===== config.mk =====
export PLATFORM = sky130hd
export DESIGN_NAME = ufmc_top
export DESIGN_NICKNAME = d
export VERILOG_FILES = /design/src/common/ufmc_pkg.sv /design/src/hw/ufmc_top.sv
export SDC_FILE = /design/constraint.sdc
export NUM_CORES = 1
export LEC_CHECK = 0
export BUFFER_PORTS_ARGS = -buffer_cell sky130_fd_sc_hd__buf_2
export CELL_PAD_IN_SITES_DETAIL_PLACEMENT = 1
export CELL_PAD_IN_SITES_GLOBAL_PLACEMENT = 2
export CORE_MARGIN = 2
export CORE_UTILIZATION = 39
export DETAILED_ROUTE_END_ITERATION = 6
export GPL_TIMING_DRIVEN = 0
export PLACE_DENSITY_LB_ADDON = 0.1
export SYNTH_ARGS = -nofsm -noshare
export SYNTH_HDL_FRONTEND = slang
export SYNTH_SLANG_ARGS = --single-unit

===== constraint.sdc =====
create_clock -name CLK -period 8.4 [get_ports CLK]
set_input_delay 1.68 -clock CLK [delete_from_list [all_inputs] [get_ports CLK]]
set_output_delay 1.68 -clock CLK [all_outputs]
set_load 0.05 [all_outputs]

===== src/common/ufmc_pkg.sv =====
/*
  Constants and types of the serial frame mode controller: register
  offsets, mode field positions, reset values and the state record.
  Assumes a 32-bit Avalon-MM slave port addressed in bytes.
*/
package ufmc_pkg;

  // ---------------------------------------------------------------
  // Register map
  // ---------------------------------------------------------------
  localparam int ADDR_W = 5;
  localparam logic [4:0] OFS_MODE = 5'h00;
  localparam logic [4:0] OFS_DIV = 5'h04;
  localparam logic [4:0] OFS_STAT = 5'h08;
  localparam logic [4:0] OFS_TXD = 5'h0C;
  localparam logic [4:0] OFS_RXD = 5'h10;

  // ---------------------------------------------------------------
  // Mode register fields
  // ---------------------------------------------------------------
  localparam int BIT_AUTO_RATE_MEASURE_EN = 5;
  localparam int BIT_RXINV = 4;
  localparam int BIT_FAST_OVERSAMPLE_SEL = 3;
  localparam int PARITY_WIDTH_SEL_LO = 1;
  localparam int BIT_STOP_COUNT_SEL = 0;
  localparam logic [15:0] MODE_RST = 16'h0000;
  localparam logic [15:0] MODE_MASK = 16'h003F;
  localparam logic [1:0] PD_NINE = 2'h3;
  localparam logic [1:0] PD_ODD = 2'h2;
  localparam logic [1:0] PD_EVEN = 2'h1;

  // ---------------------------------------------------------------
  // Timing and measurement
  // ---------------------------------------------------------------
  localparam logic [4:0] OS_STD = 5'h10;
  localparam logic [4:0] OS_FAST = 5'h04;
  localparam logic [7:0] SYNC_CHAR = 8'h55;
  localparam logic [2:0] AB_LAST_FALL = 3'h5;
  localparam int AB_SHIFT_STD = 7;
  localparam int AB_SHIFT_FAST = 5;
  localparam int BUF_DEPTH = 2;

  typedef enum logic [2:0] {RX_IDLE, RX_START, RX_DATA, RX_PAR, RX_STOP} ufmc_rx_t;
  typedef enum logic [2:0] {TX_IDLE, TX_START, TX_DATA, TX_PAR, TX_STOP} ufmc_tx_t;

  typedef struct packed {
    logic frame_err;
    logic parity_err;
    logic wake_bad;
    logic [8:0] data;
  } ufmc_word_t;

  typedef struct packed {
    logic sync1;
    logic sync2;
    logic line_prev;
    logic [15:0] mode;
    logic [15:0] div;
    logic [15:0] bcnt;
    ufmc_rx_t rx_st;
    logic [4:0] rx_cnt;
    logic [3:0] rx_bit;
    logic [8:0] rx_shift;
    logic rx_perr;
    ufmc_tx_t tx_st;
    logic [4:0] tx_cnt;
    logic [3:0] tx_bit;
    logic [8:0] tx_shift;
    logic tx_out;
    logic [2:0] ab_falls;
    logic [23:0] ab_cnt;
    logic slept;
    logic wake_pend;
    ufmc_word_t buf0;
    ufmc_word_t buf1;
    logic [1:0] fill;
    logic st_ferr;
    logic st_perr;
    logic st_wake;
    logic st_ovr;
    logic resp;
    logic [31:0] rdata;
  } ufmc_state_t;

endpackage


===== src/hw/ufmc_top.sv =====
/*
  Serial frame mode controller: receiver with polarity select, 4x/16x
  oversampling, rate measurement on a sync character, selectable frame
  format, sleep handling and a two-entry receive buffer; a matching
  transmitter. Assumes SLEEP comes from the power manager on CLK and
  the serial input arrives asynchronously.
*/
// Overview of operation
// - Inversion bit set makes low the receive pin's idle level.
// - Start bit is the level opposite idle.
// - Rate enable measures next character, a 55h sync.
// - Hardware clears rate enable when measurement completes.
// - Fast bit gives 4 ticks, else 16.
// - Format field picks nine, odd, even, plain eight.
// - Sleep halts the baud sampling clock.
// - First character after wake is flagged invalid.
`timescale 1ns/1ps
module ufmc_top #(
  parameter logic [15:0] RESET_DIVISOR = 16'h0001
) (
  input wire logic CLK,
  input wire logic SRST,
  input wire logic SLEEP,
  input wire logic [ufmc_pkg::ADDR_W-1:0] AVS_ADDRESS,
  input wire logic AVS_READ,
  input wire logic AVS_WRITE,
  input wire logic [31:0] AVS_WRITEDATA,
  input wire logic [3:0] AVS_BYTEENABLE,
  output logic [31:0] AVS_READDATA,
  output logic AVS_WAITREQUEST,
  input wire logic SERIAL_RECEIVE_PIN,
  output logic SERIAL_TRANSMIT_PIN
);

  // ---------------------------------------------------------------
  // Elaboration checks
  // ---------------------------------------------------------------
  if (RESET_DIVISOR == 16'h0000)
  begin : g_chk
    $error("RESET_DIVISOR must be nonzero");
  end

  ufmc_pkg::ufmc_state_t r_reg, r_next;

  // Merges a write into a 16-bit register under the byte enables.
  function automatic logic [15:0] merge16(input logic [15:0] old, input logic [31:0] wd, input logic [3:0] be);
    merge16 = old;
    if (be[0])
    begin
      merge16[7:0] = wd[7:0];
    end
    if (be[1])
    begin
      merge16[15:8] = wd[15:8];
    end
  endfunction

  logic line;
  logic tick;
  logic [4:0] os;
  logic [1:0] pd;
  logic [3:0] nbits;
  logic par_on;
  logic req;
  logic accept;
  logic push;
  logic pop;
  logic ab_on;
  ufmc_pkg::ufmc_word_t word;

  always_comb
  begin
    r_next = r_reg;
    word = '0;
    push = 1'b0;
    // ---------------------------------------------------------------
    // Pin input and mode decode
    // ---------------------------------------------------------------
    r_next.sync1 = SERIAL_RECEIVE_PIN;
    r_next.sync2 = r_reg.sync1;
    line = r_reg.sync2 ^ r_reg.mode[ufmc_pkg::BIT_RXINV];
    r_next.line_prev = line;
    os = r_reg.mode[ufmc_pkg::BIT_FAST_OVERSAMPLE_SEL] ? ufmc_pkg::OS_FAST : ufmc_pkg::OS_STD;
    pd = r_reg.mode[ufmc_pkg::PARITY_WIDTH_SEL_LO +: 2];
    nbits = (pd == ufmc_pkg::PD_NINE) ? 4'h9 : 4'h8;
    par_on = (pd == ufmc_pkg::PD_ODD) || (pd == ufmc_pkg::PD_EVEN);
    ab_on = r_reg.mode[ufmc_pkg::BIT_AUTO_RATE_MEASURE_EN];

    // ---------------------------------------------------------------
    // Baud generator, halted in sleep
    // ---------------------------------------------------------------
    tick = 1'b0;
    if (!SLEEP)
    begin
      if (r_reg.bcnt == 16'h0000)
      begin
        tick = 1'b1;
        r_next.bcnt = r_reg.div - 16'h0001;
      end
      else
      begin
        r_next.bcnt = r_reg.bcnt - 16'h0001;
      end
    end
    r_next.slept = SLEEP;
    if (r_reg.slept && !SLEEP)
    begin
      r_next.wake_pend = 1'b1;
    end

    // ---------------------------------------------------------------
    // Rate measurement on the sync character
    // ---------------------------------------------------------------
    if (ab_on && !SLEEP)
    begin
      if (r_reg.ab_falls != 3'h0)
      begin
        r_next.ab_cnt = r_reg.ab_cnt + 24'h000001;
      end
      if (r_reg.line_prev && !line)
      begin
        r_next.ab_falls = r_reg.ab_falls + 3'h1;
        if (r_reg.ab_falls == 3'h0)
        begin
          r_next.ab_cnt = 24'h000000;
        end
        if (r_next.ab_falls == ufmc_pkg::AB_LAST_FALL)
        begin
          // Five falling edges of the sync pattern span eight bit times.
          if (r_reg.mode[ufmc_pkg::BIT_FAST_OVERSAMPLE_SEL])
          begin
            r_next.div = r_next.ab_cnt[ufmc_pkg::AB_SHIFT_FAST +: 16];
          end
          else
          begin
            r_next.div = r_next.ab_cnt[ufmc_pkg::AB_SHIFT_STD +: 16];
          end
          if (r_next.div == 16'h0000)
          begin
            r_next.div = 16'h0001;
          end
          r_next.mode[ufmc_pkg::BIT_AUTO_RATE_MEASURE_EN] = 1'b0;
          r_next.ab_falls = 3'h0;
          r_next.rx_st = ufmc_pkg::RX_STOP;
          r_next.rx_cnt = 5'h00;
        end
      end
    end
    else
    begin
      r_next.ab_falls = 3'h0;
    end

    // ---------------------------------------------------------------
    // Receiver
    // ---------------------------------------------------------------
    unique case (r_reg.rx_st)
      ufmc_pkg::RX_IDLE:
      begin
        if (!line && !ab_on && !SLEEP)
        begin
          r_next.rx_st = ufmc_pkg::RX_START;
          r_next.rx_cnt = 5'h00;
        end
      end
      ufmc_pkg::RX_START:
      begin
        if (tick)
        begin
          r_next.rx_cnt = r_reg.rx_cnt + 5'h01;
          if (r_reg.rx_cnt == (os >> 1) - 5'h01)
          begin
            r_next.rx_cnt = 5'h00;
            r_next.rx_bit = 4'h0;
            r_next.rx_perr = 1'b0;
            r_next.rx_st = line ? ufmc_pkg::RX_IDLE : ufmc_pkg::RX_DATA;
          end
        end
      end
      ufmc_pkg::RX_DATA:
      begin
        if (tick)
        begin
          r_next.rx_cnt = r_reg.rx_cnt + 5'h01;
          if (r_reg.rx_cnt == os - 5'h01)
          begin
            r_next.rx_cnt = 5'h00;
            r_next.rx_shift = {line, r_reg.rx_shift[8:1]};
            r_next.rx_bit = r_reg.rx_bit + 4'h1;
            if (r_reg.rx_bit == nbits - 4'h1)
            begin
              r_next.rx_st = par_on ? ufmc_pkg::RX_PAR : ufmc_pkg::RX_STOP;
            end
          end
        end
      end
      ufmc_pkg::RX_PAR:
      begin
        if (tick)
        begin
          r_next.rx_cnt = r_reg.rx_cnt + 5'h01;
          if (r_reg.rx_cnt == os - 5'h01)
          begin
            r_next.rx_cnt = 5'h00;
            // Eight data bits have been shifted into the upper lanes.
            r_next.rx_perr = (^{r_reg.rx_shift[8:1], line}) ^ (pd == ufmc_pkg::PD_ODD);
            r_next.rx_st = ufmc_pkg::RX_STOP;
          end
        end
      end
      ufmc_pkg::RX_STOP:
      begin
        if (tick)
        begin
          r_next.rx_cnt = r_reg.rx_cnt + 5'h01;
          if (r_reg.rx_cnt == os - 5'h01)
          begin
            r_next.rx_st = ufmc_pkg::RX_IDLE;
            if (!ab_on && r_reg.ab_falls == 3'h0 && r_reg.rx_bit != 4'h0)
            begin
              push = 1'b1;
              word.frame_err = !line;
              word.parity_err = r_reg.rx_perr;
              word.wake_bad = r_reg.wake_pend;
              word.data = (nbits == 4'h9) ? r_reg.rx_shift : {1'b0, r_reg.rx_shift[8:1]};
              r_next.wake_pend = 1'b0;
            end
            r_next.rx_bit = 4'h0;
          end
        end
      end
    endcase

    // ---------------------------------------------------------------
    // Transmitter
    // ---------------------------------------------------------------
    if (tick)
    begin
      r_next.tx_cnt = r_reg.tx_cnt + 5'h01;
      if (r_reg.tx_cnt == os - 5'h01)
      begin
        r_next.tx_cnt = 5'h00;
        unique case (r_reg.tx_st)
          ufmc_pkg::TX_IDLE:
          begin
            r_next.tx_out = 1'b1;
          end
          ufmc_pkg::TX_START:
          begin
            r_next.tx_out = 1'b0;
            r_next.tx_bit = 4'h0;
            r_next.tx_st = ufmc_pkg::TX_DATA;
          end
          ufmc_pkg::TX_DATA:
          begin
            r_next.tx_out = r_reg.tx_shift[r_reg.tx_bit];
            r_next.tx_bit = r_reg.tx_bit + 4'h1;
            if (r_reg.tx_bit == nbits - 4'h1)
            begin
              r_next.tx_st = par_on ? ufmc_pkg::TX_PAR : ufmc_pkg::TX_STOP;
              r_next.tx_bit = 4'h0;
            end
          end
          ufmc_pkg::TX_PAR:
          begin
            r_next.tx_out = (^r_reg.tx_shift[7:0]) ^ (pd == ufmc_pkg::PD_ODD);
            r_next.tx_st = ufmc_pkg::TX_STOP;
          end
          ufmc_pkg::TX_STOP:
          begin
            r_next.tx_out = 1'b1;
            r_next.tx_bit = r_reg.tx_bit + 4'h1;
            if (r_reg.tx_bit == {3'h0, r_reg.mode[ufmc_pkg::BIT_STOP_COUNT_SEL]})
            begin
              r_next.tx_st = ufmc_pkg::TX_IDLE;
            end
          end
        endcase
      end
    end

    // ---------------------------------------------------------------
    // Avalon-MM slave: one wait cycle; a TXD write to a busy transmitter waits until it is idle
    // ---------------------------------------------------------------
    req = AVS_READ || AVS_WRITE;
    accept = r_reg.resp && !(AVS_WRITE && AVS_ADDRESS == ufmc_pkg::OFS_TXD && r_reg.tx_st != ufmc_pkg::TX_IDLE);
    r_next.resp = req && !accept;
    pop = accept && AVS_READ && AVS_ADDRESS == ufmc_pkg::OFS_RXD && r_reg.fill != 2'h0;
    if (req && !r_reg.resp)
    begin
      unique case (AVS_ADDRESS)
        ufmc_pkg::OFS_MODE: r_next.rdata = {16'h0000, r_reg.mode};
        ufmc_pkg::OFS_DIV: r_next.rdata = {16'h0000, r_reg.div};
        ufmc_pkg::OFS_STAT: r_next.rdata = {23'h000000, r_reg.st_ovr, r_reg.st_wake, r_reg.st_perr,
          r_reg.st_ferr, r_reg.tx_st != ufmc_pkg::TX_IDLE, ab_on, r_reg.fill};
        ufmc_pkg::OFS_RXD: r_next.rdata = {20'h00000, r_reg.buf0};
        default: r_next.rdata = 32'h00000000;
      endcase
    end
    if (accept && AVS_WRITE)
    begin
      unique case (AVS_ADDRESS)
        ufmc_pkg::OFS_MODE:
        begin
          r_next.mode = merge16(r_next.mode, AVS_WRITEDATA, AVS_BYTEENABLE) & ufmc_pkg::MODE_MASK;
          r_next.ab_falls = 3'h0;
        end
        ufmc_pkg::OFS_DIV:
        begin
          r_next.div = merge16(r_reg.div, AVS_WRITEDATA, AVS_BYTEENABLE);
          if (r_next.div == 16'h0000)
          begin
            r_next.div = 16'h0001;
          end
        end
        ufmc_pkg::OFS_TXD:
        begin
          r_next.tx_shift = AVS_WRITEDATA[8:0];
          r_next.tx_st = ufmc_pkg::TX_START;
        end
        ufmc_pkg::OFS_STAT:
        begin
          r_next.st_ferr = r_reg.st_ferr && !AVS_WRITEDATA[4];
          r_next.st_perr = r_reg.st_perr && !AVS_WRITEDATA[5];
          r_next.st_wake = r_reg.st_wake && !AVS_WRITEDATA[6];
          r_next.st_ovr = r_reg.st_ovr && !AVS_WRITEDATA[7];
        end
        default:
        begin
        end
      endcase
    end

    // ---------------------------------------------------------------
    // Two-entry receive buffer; sticky flags set after any clear
    // ---------------------------------------------------------------
    if (pop)
    begin
      r_next.buf0 = r_reg.buf1;
      r_next.fill = r_reg.fill - 2'h1;
    end
    if (push)
    begin
      if (r_next.fill == 2'h0)
      begin
        r_next.buf0 = word;
        r_next.fill = 2'h1;
      end
      else if (r_next.fill == 2'h1)
      begin
        r_next.buf1 = word;
        r_next.fill = 2'h2;
      end
      else
      begin
        r_next.st_ovr = 1'b1;
      end
      r_next.st_ferr = r_next.st_ferr || word.frame_err;
      r_next.st_perr = r_next.st_perr || word.parity_err;
      r_next.st_wake = r_next.st_wake || word.wake_bad;
    end
  end

  always_ff @(posedge CLK)
  begin
    if (SRST)
    begin
      r_reg <= '0;
      r_reg.sync1 <= 1'b1;
      r_reg.sync2 <= 1'b1;
      r_reg.line_prev <= 1'b1;
      r_reg.tx_out <= 1'b1;
      r_reg.mode <= ufmc_pkg::MODE_RST;
      r_reg.div <= RESET_DIVISOR;
      r_reg.rx_st <= ufmc_pkg::RX_IDLE;
      r_reg.tx_st <= ufmc_pkg::TX_IDLE;
    end
    else
    begin
      r_reg <= r_next;
    end
  end

  assign AVS_WAITREQUEST = (AVS_READ || AVS_WRITE) && !accept;
  assign AVS_READDATA = r_reg.rdata;
  assign SERIAL_TRANSMIT_PIN = r_reg.tx_out;

endmodule


==> metrics, run 1 <==
fin crit share 59.29%; crit path launch AVS_ADDRESS[2]; number of port buffers 45; most frequent cells after synthesis 184 x nor2_1, 160 x dfxtp_1, 99 x a21oi_1; P_int 1385 uW; die extent in y 158.5 um; FFs w/ async S/R, synth 0%; Pwr per Cell Area 205.9 nW/um^2; I/O pins 81; Yosys top cell by area dfxtp_1; Worst R2R End r_reg[55]$_SDFF_PP0_; Worst EP required 8.78 ns; Logic pwr share 25.0%; area occupied by multi-input gates 5559 um^2; CP endpoint kind flip-flop; clock buffer count from CTS 17; switching power 792.3 uW; pre-CTS setup slack 3.099 ns; number of setup violations in the final report 0; fraction of layout cells with a size suffix above 1 13.08%; Overflow after GRT 0; Via density 5.707; smallest hold slack 0.4250 ns; Hold Crit Class flip-flop to flip-flop; CTS H-Tree Depth 4; total global-route track usage 26.54%; clock latency on the worst-skew pair 0.45 ns; Reg area 3203 um^2; die area 25120 um^2; top-area cell type share of the netlist area 34.41%; vias 8977; Overall Power 2177 uW; worst r2r path cells 13; Rel. slew slack 28.05%; DR DRC count 0; Slew Limit Fails 0; Mapped Avg Cell Area 8.011 um^2; CP startpoint kind input pin; Detailed Route WL 32530 um; drt pass-1 iters 6; antenna-violating nets left 0; post-synth cell types 81; Die Width 158.5 um; area grow syn2layout 13.60%; setup bufs post-CTS 0; Post-DP Area 9990 um^2; first-pass GRT wire length 50640 um; Max FO, Critical Path 10; Max-Cap Viols 0; top-count cell post-synth nor2_1; FF-to-FF setup slack 4.31 ns; Ys Warns 0; worst slew pin tran 1.071 ns; fmax 200.8 MHz; vias in the first global route 8805; Post-Synthesis Cell Area 9309 um^2; synthesized flop and latch total 160; minimum clock period 4.981 ns; largest net degree at the start of global routing 19; HPWL after DPL 24820 um; core area 23470 um^2; routability cong. 0.8922; fill cell count 2909; initial antenna violation count 0; ANT cells 0; Synth Instances 1162; hold buffer count at cts 0; final worst slack 3.419 ns; RSZ-0062 raised after global routing false; initial DRC count 609; crit path kind input pin to flip-flop; TritonCTS clock tree built; Final Instance Area 10580 um^2; Resized cells post-CTS 0; R2R Path Start r_reg[113]$_SDFF_PP0_; max reg flops 139; Bufs on Longest Clock Path 2; sequential element share of the synthesized area 34.41%; clk sink count 160; setup TNS 0 ns; Setup crit end r_reg[55]$_SDFF_PP0_; Clock Pin Slew Worst Setup and Hold Paths 0.08 ns; Switching Fraction 36.39%; number of synthesized flops with an enable pin 0; clock share of power 36.3%; post-DR wirelength/cell 20.68 um; CP arrival 5.36 ns; Worst VDD drop 121.1 uV; dominant cells by area after synthesis dfxtp_1 34%, nor2_1 7.4%, mux2i_1 5.4%, a21oi_1 5.3%, nand2_1 3.2%; hold violation total from the final report 0; Root Buffer clkbuf_16; Clock Skew 0.01482 ns; row cnt 56; top_reg_cell synth dfxtp_1; Final #Nets 1305; sequential share of power 38.6%; status completed; Initial Util 39.66%; leakage power 0.003784 uW
-- critical path: stages --
cell and delay [ns]:
buf_2 0.13, nor4_1 0.50, and2_1 0.20, clkbuf_1 0.30
nor4bb_1 0.54, buf_2 0.28, buf_2 0.31, xnor2_1 0.22
inv_1 0.11, ha_1 0.24, nand2_1 0.17, clkbuf_1 0.44
a21oi_1 0.13, nor2_1 0.12
-- worst min path at each step --
| stage | start | to | slack, ns | cells past startpoint |
|---|---|---|---|---|
| global placement | r_next[185]$_SDFF_PP1_ | r_reg[185]$_SDFF_PP1_ | 0.40 | 1 |
| detailed placement | r_next[185]$_SDFF_PP1_ | r_reg[185]$_SDFF_PP1_ | 0.40 | 1 |
| floorplan | r_next[185]$_SDFF_PP1_ | r_reg[185]$_SDFF_PP1_ | 0.39 | 1 |
| global route | r_next[185]$_SDFF_PP1_ | r_reg[185]$_SDFF_PP1_ | 0.45 | 1 |
| finish | r_next[185]$_SDFF_PP1_ | r_reg[185]$_SDFF_PP1_ | 0.42 | 1 |
| CTS | r_next[185]$_SDFF_PP1_ | r_reg[185]$_SDFF_PP1_ | 0.43 | 1 |
-- per-stage QoR --
step | instances | util [%]
after CTS | 1573 | 45.05
after global placement | 1541 | 42.56
final | 1573 | 45.05
after floorplan | 1177 | -
after global routing | 1573 | 45.05
after detailed placement | 1541 | 42.56
-- per-layer routing --
| metal | vias up | track usage (%) | share of wire [%] |
|---|---|---|---|
| met2 | 203 | 41.80 | 45 |
| met1 | 4424 | 37.71 | 48 |
| met4 | 0 | 6.864 | 1.7 |
| li1 | 4312 | - | - |
| met5 | - | 0 | 0 |
| met3 | 38 | 4.355 | 5.0 |
-- cell type report --
cell class | instances | area share (%)
Buffer | 101 | 4.957
Clock inverter | 15 | 1.514
Tap cell | 319 | 3.774
Inverter | 21 | 0.7454
Clock buffer | 17 | 4.023
Timing Repair Buffer | 45 | 2.130
Sequential cell | 160 | 30.29
Multi-Input combinational cell | 895 | 52.57
-- cell families (layout without fill, tap and decap cells) --
group                    Yosys count  in the layout  share of synthesized area (%)
AO/OA/AOI/OAI                    296            296                          20.74
XOR/XNOR                          44             44                          4.221
adder cells (fa/ha/maj)           17             17                          2.285
buffers and inverters            122            199                          6.478
flip-flops                       160            160                          34.41
multiplexers                      64             64                          7.312
other                              1             16                        0.04028
AND/OR/NAND/NOR                  458            458                          24.52
-- layout by cell type (no fill, tap or decap), drive strengths merged, types with 5 or more instances in the layout --
cell / count
a2111oi: 11
a211oi: 23
a21oi: 99
a22oi: 30
a31oi: 8
and2: 7
and3: 10
and4: 7
buf: 95
clkbuf: 68
clkinv: 6
conb: 16
dfxtp: 160
ha: 17
inv: 29
mux2: 12
mux2i: 50
nand2: 80
nand2b: 10
nand3: 26
nand3b: 5
nand4: 14
nor2: 184
nor2b: 12
nor3: 36
nor3b: 7
nor4: 20
o211ai: 9
o21a: 5
o21ai: 55
o22ai: 5
or2: 11
or3: 13
xnor2: 29
xor2: 15
-- power groups by stage --
stage	registers [uW]	logic (uW)	clock network, uW
after floorplan	845	393	0
after global placement	856	525	0
after detailed placement	856	530	0
after CTS	840	535	804
after global routing	847	599	832
final	841	545	791
No activity file was read; power rests on OpenSTA's default activity.
==> inputs of run 2 (changes only) <==
--- a/config.mk
+++ b/config.mk
@@ -9,7 +9,7 @@
 export CELL_PAD_IN_SITES_DETAIL_PLACEMENT = 1
 export CELL_PAD_IN_SITES_GLOBAL_PLACEMENT = 2
 export CORE_MARGIN = 2
-export CORE_UTILIZATION = 39
+export CORE_UTILIZATION = 33
 export DETAILED_ROUTE_END_ITERATION = 6
 export GPL_TIMING_DRIVEN = 0
 export PLACE_DENSITY_LB_ADDON = 0.1
==> constraint.sdc (replaced) <==
create_clock -name CLK -period 4.5 [get_ports CLK]
set_input_delay 0.9 -clock CLK [delete_from_list [all_inputs] [get_ports CLK]]
set_output_delay 0.9 -clock CLK [all_outputs]
set_load 0.05 [all_outputs]
==> metrics, run 2 (synthesized netlist as in run 1, its figures left out) <==
Reg area 3203 um^2 (unchanged); vias 8911 (was 8977); CP startpoint kind input pin (unchanged); CP most frequent cell buf_2 (unchanged); hold violation total from the final report 0 (unchanged); clock latency on the worst-skew pair 0.45 ns (about the same); total global-route track usage 23.63% (was 26.54%); fill cell count 3408 (was 2909); minimum clock period 4.040 ns; routability cong. 0.8327 (was 0.8922); Slew Limit Fails 0 (unchanged); core area 27780 um^2 (was 23470 um^2); DR DRC count 0 (unchanged); Pwr per Cell Area 382.2 nW/um^2 (was 205.9 nW/um^2); CP arrival 4.38 ns (was 5.36 ns); Resized cells post-CTS 0 (unchanged); number of port buffers 45 (unchanged); Clock Pin Slew Worst Setup and Hold Paths 0.07 ns (was 0.08 ns); Clock Skew 0.01537 ns (was 0.01482 ns); fin crit share 89.77%; Hold Crit Class flip-flop to flip-flop (unchanged); Final #Nets 1305 (unchanged); setup bufs post-CTS 0 (unchanged); Bufs on Longest Clock Path 2 (unchanged); largest net degree at the start of global routing 19 (unchanged); commonest non-fill, non-tap cell in the layout nor2_1 (unchanged); antenna-violating nets left 0 (unchanged); TritonCTS clock tree built (unchanged); cell at the slowest stage of the critical path nor4_1 (was nor4bb_1); crit-path cells buf_2, nor4_1, and2_1, clkbuf_1, nor4bb_1, buf_2, buf_2, xnor2_1, inv_1, ha_1, nand2_1, buf_2, nor2_1, a211oi_1 (was buf_2, nor4_1, and2_1, clkbuf_1, nor4bb_1, buf_2, buf_2, xnor2_1, inv_1, ha_1, nand2_1, clkbuf_1, a21oi_1, nor2_1); fraction of layout cells with a size suffix above 1 13.16% (was 13.08%); vias in the first global route 8681 (was 8805); Overall Power 4072 uW (was 2177 uW); hold buffer count at cts 0 (unchanged); max reg flops 139 (unchanged); initial antenna violation count 0 (unchanged); Buffers & Inverters on Critical Path 6 (unchanged); Root Buffer clkbuf_16 (unchanged); CP endpoint kind flip-flop (unchanged); Overflow after GRT 0 (unchanged); RSZ-0062 raised after global routing false (unchanged); crit path kind input pin to flip-flop (unchanged); CP top delay family simple AND/OR/NAND/NOR gates (was buffers and inverters); drt pass-1 iters 4 (was 6); status completed (unchanged); die area 29570 um^2 (was 25120 um^2); area occupied by multi-input gates 5559 um^2 (unchanged); Via density 5.460 (was 5.707); Max-Cap Viols 0 (unchanged); post-DR wirelength/cell 20.79 um (was 20.68 um); slowest cell delay on critical path 0.49 ns (was 0.54 ns); first-pass GRT wire length 52740 um (was 50640 um); area grow syn2layout 14.46% (was 13.60%); Cells after DPL 1600 (was 1541); CTS H-Tree Depth 4 (unchanged); Worst VDD drop 303.4 uV (was 121.1 uV); clk sink count 160 (unchanged); ANT cells 0 (unchanged); Detailed Route WL 33930 um (was 32530 um); Max FO, Critical Path 10 (unchanged); Worst EP required 4.85 ns (was 8.78 ns); most frequent cells in the layout 184 x nor2_1, 160 x dfxtp_1, 99 x a21oi_1 (unchanged); Rel. slew slack 27.37% (was 28.05%); die extent in y 172.0 um (was 158.5 um); HPWL after DPL 25860 um (was 24820 um); Initial Util 33.51% (was 39.66%); I/O pins 81 (unchanged); leakage power 0.003793 uW (was 0.003784 uW); fmax 247.5 MHz; non-filler cells, final 1632 (was 1573); worst slew pin tran 1.081 ns (was 1.071 ns); Die Width 172.0 um (was 158.5 um); clock buffer count from CTS 17 (unchanged); initial DRC count 578 (was 609); number of setup violations in the final report 0 (unchanged); row cnt 61 (was 56)
-- run 2: report_power, final --
| part | total [uW] | switching [uW] | internal, uW |
|---|---|---|---|
| Clock | 1500 | 749 | 748 |
| Sequential | 1570 | 82.6 | 1490 |
| Combinational | 1010 | 654 | 353 |
| Total | 4070 | 1490 | 2590 |
-- run 2: metal layers --
layer / share of wire (%) / track usage, %
met5: 0 / 0
met2: 45 / 37.40
met4: 1.2 / 5.188
met1: 50 / 33.98
met3: 3.9 / 3.433
-- run 2: layout make-up --
cell class,instances,area share (%)
Timing Repair Buffer,45,2.114
Clock buffer,17,3.992
Buffer,101,4.932
Clock inverter,15,1.550
Multi-Input combinational cell,895,52.17
Tap cell,378,4.439
Sequential cell,160,30.06
Inverter,21,0.7398
-- run 2: stage by stage --
step	TNS [ns]	setup WS [ns]	instance area (um^2)	hold WS [ns]	util, %
after floorplan	0	0.9705	9365	0.3925	-
after global placement	-0.1606	-0.02756	10060	0.4002	36.22
after detailed placement	0	0.02813	10060	0.4044	36.22
after CTS	0	0.4644	10650	0.4225	38.35
after global routing	0	0.04733	10660	0.4473	38.35
final	0	0.4603	10660	0.4185	38.35
-- run 2: path summary, 6_finish.rpt --
path | start | to | slack, ns | cells past startpoint
worst max-delay path | AVS_ADDRESS[2] | r_reg[61]$_SDFF_PP0_ | 0.46 | 14
worst min-delay path | r_next[185]$_SDFF_PP1_ | r_reg[185]$_SDFF_PP1_ | 0.42 | 1
worst max register to register | r_reg[113]$_SDFF_PP0_ | r_reg[61]$_SDFF_PP0_ | 0.54 | 13
worst min register to register | r_next[185]$_SDFF_PP1_ | r_reg[185]$_SDFF_PP1_ | 0.42 | 1
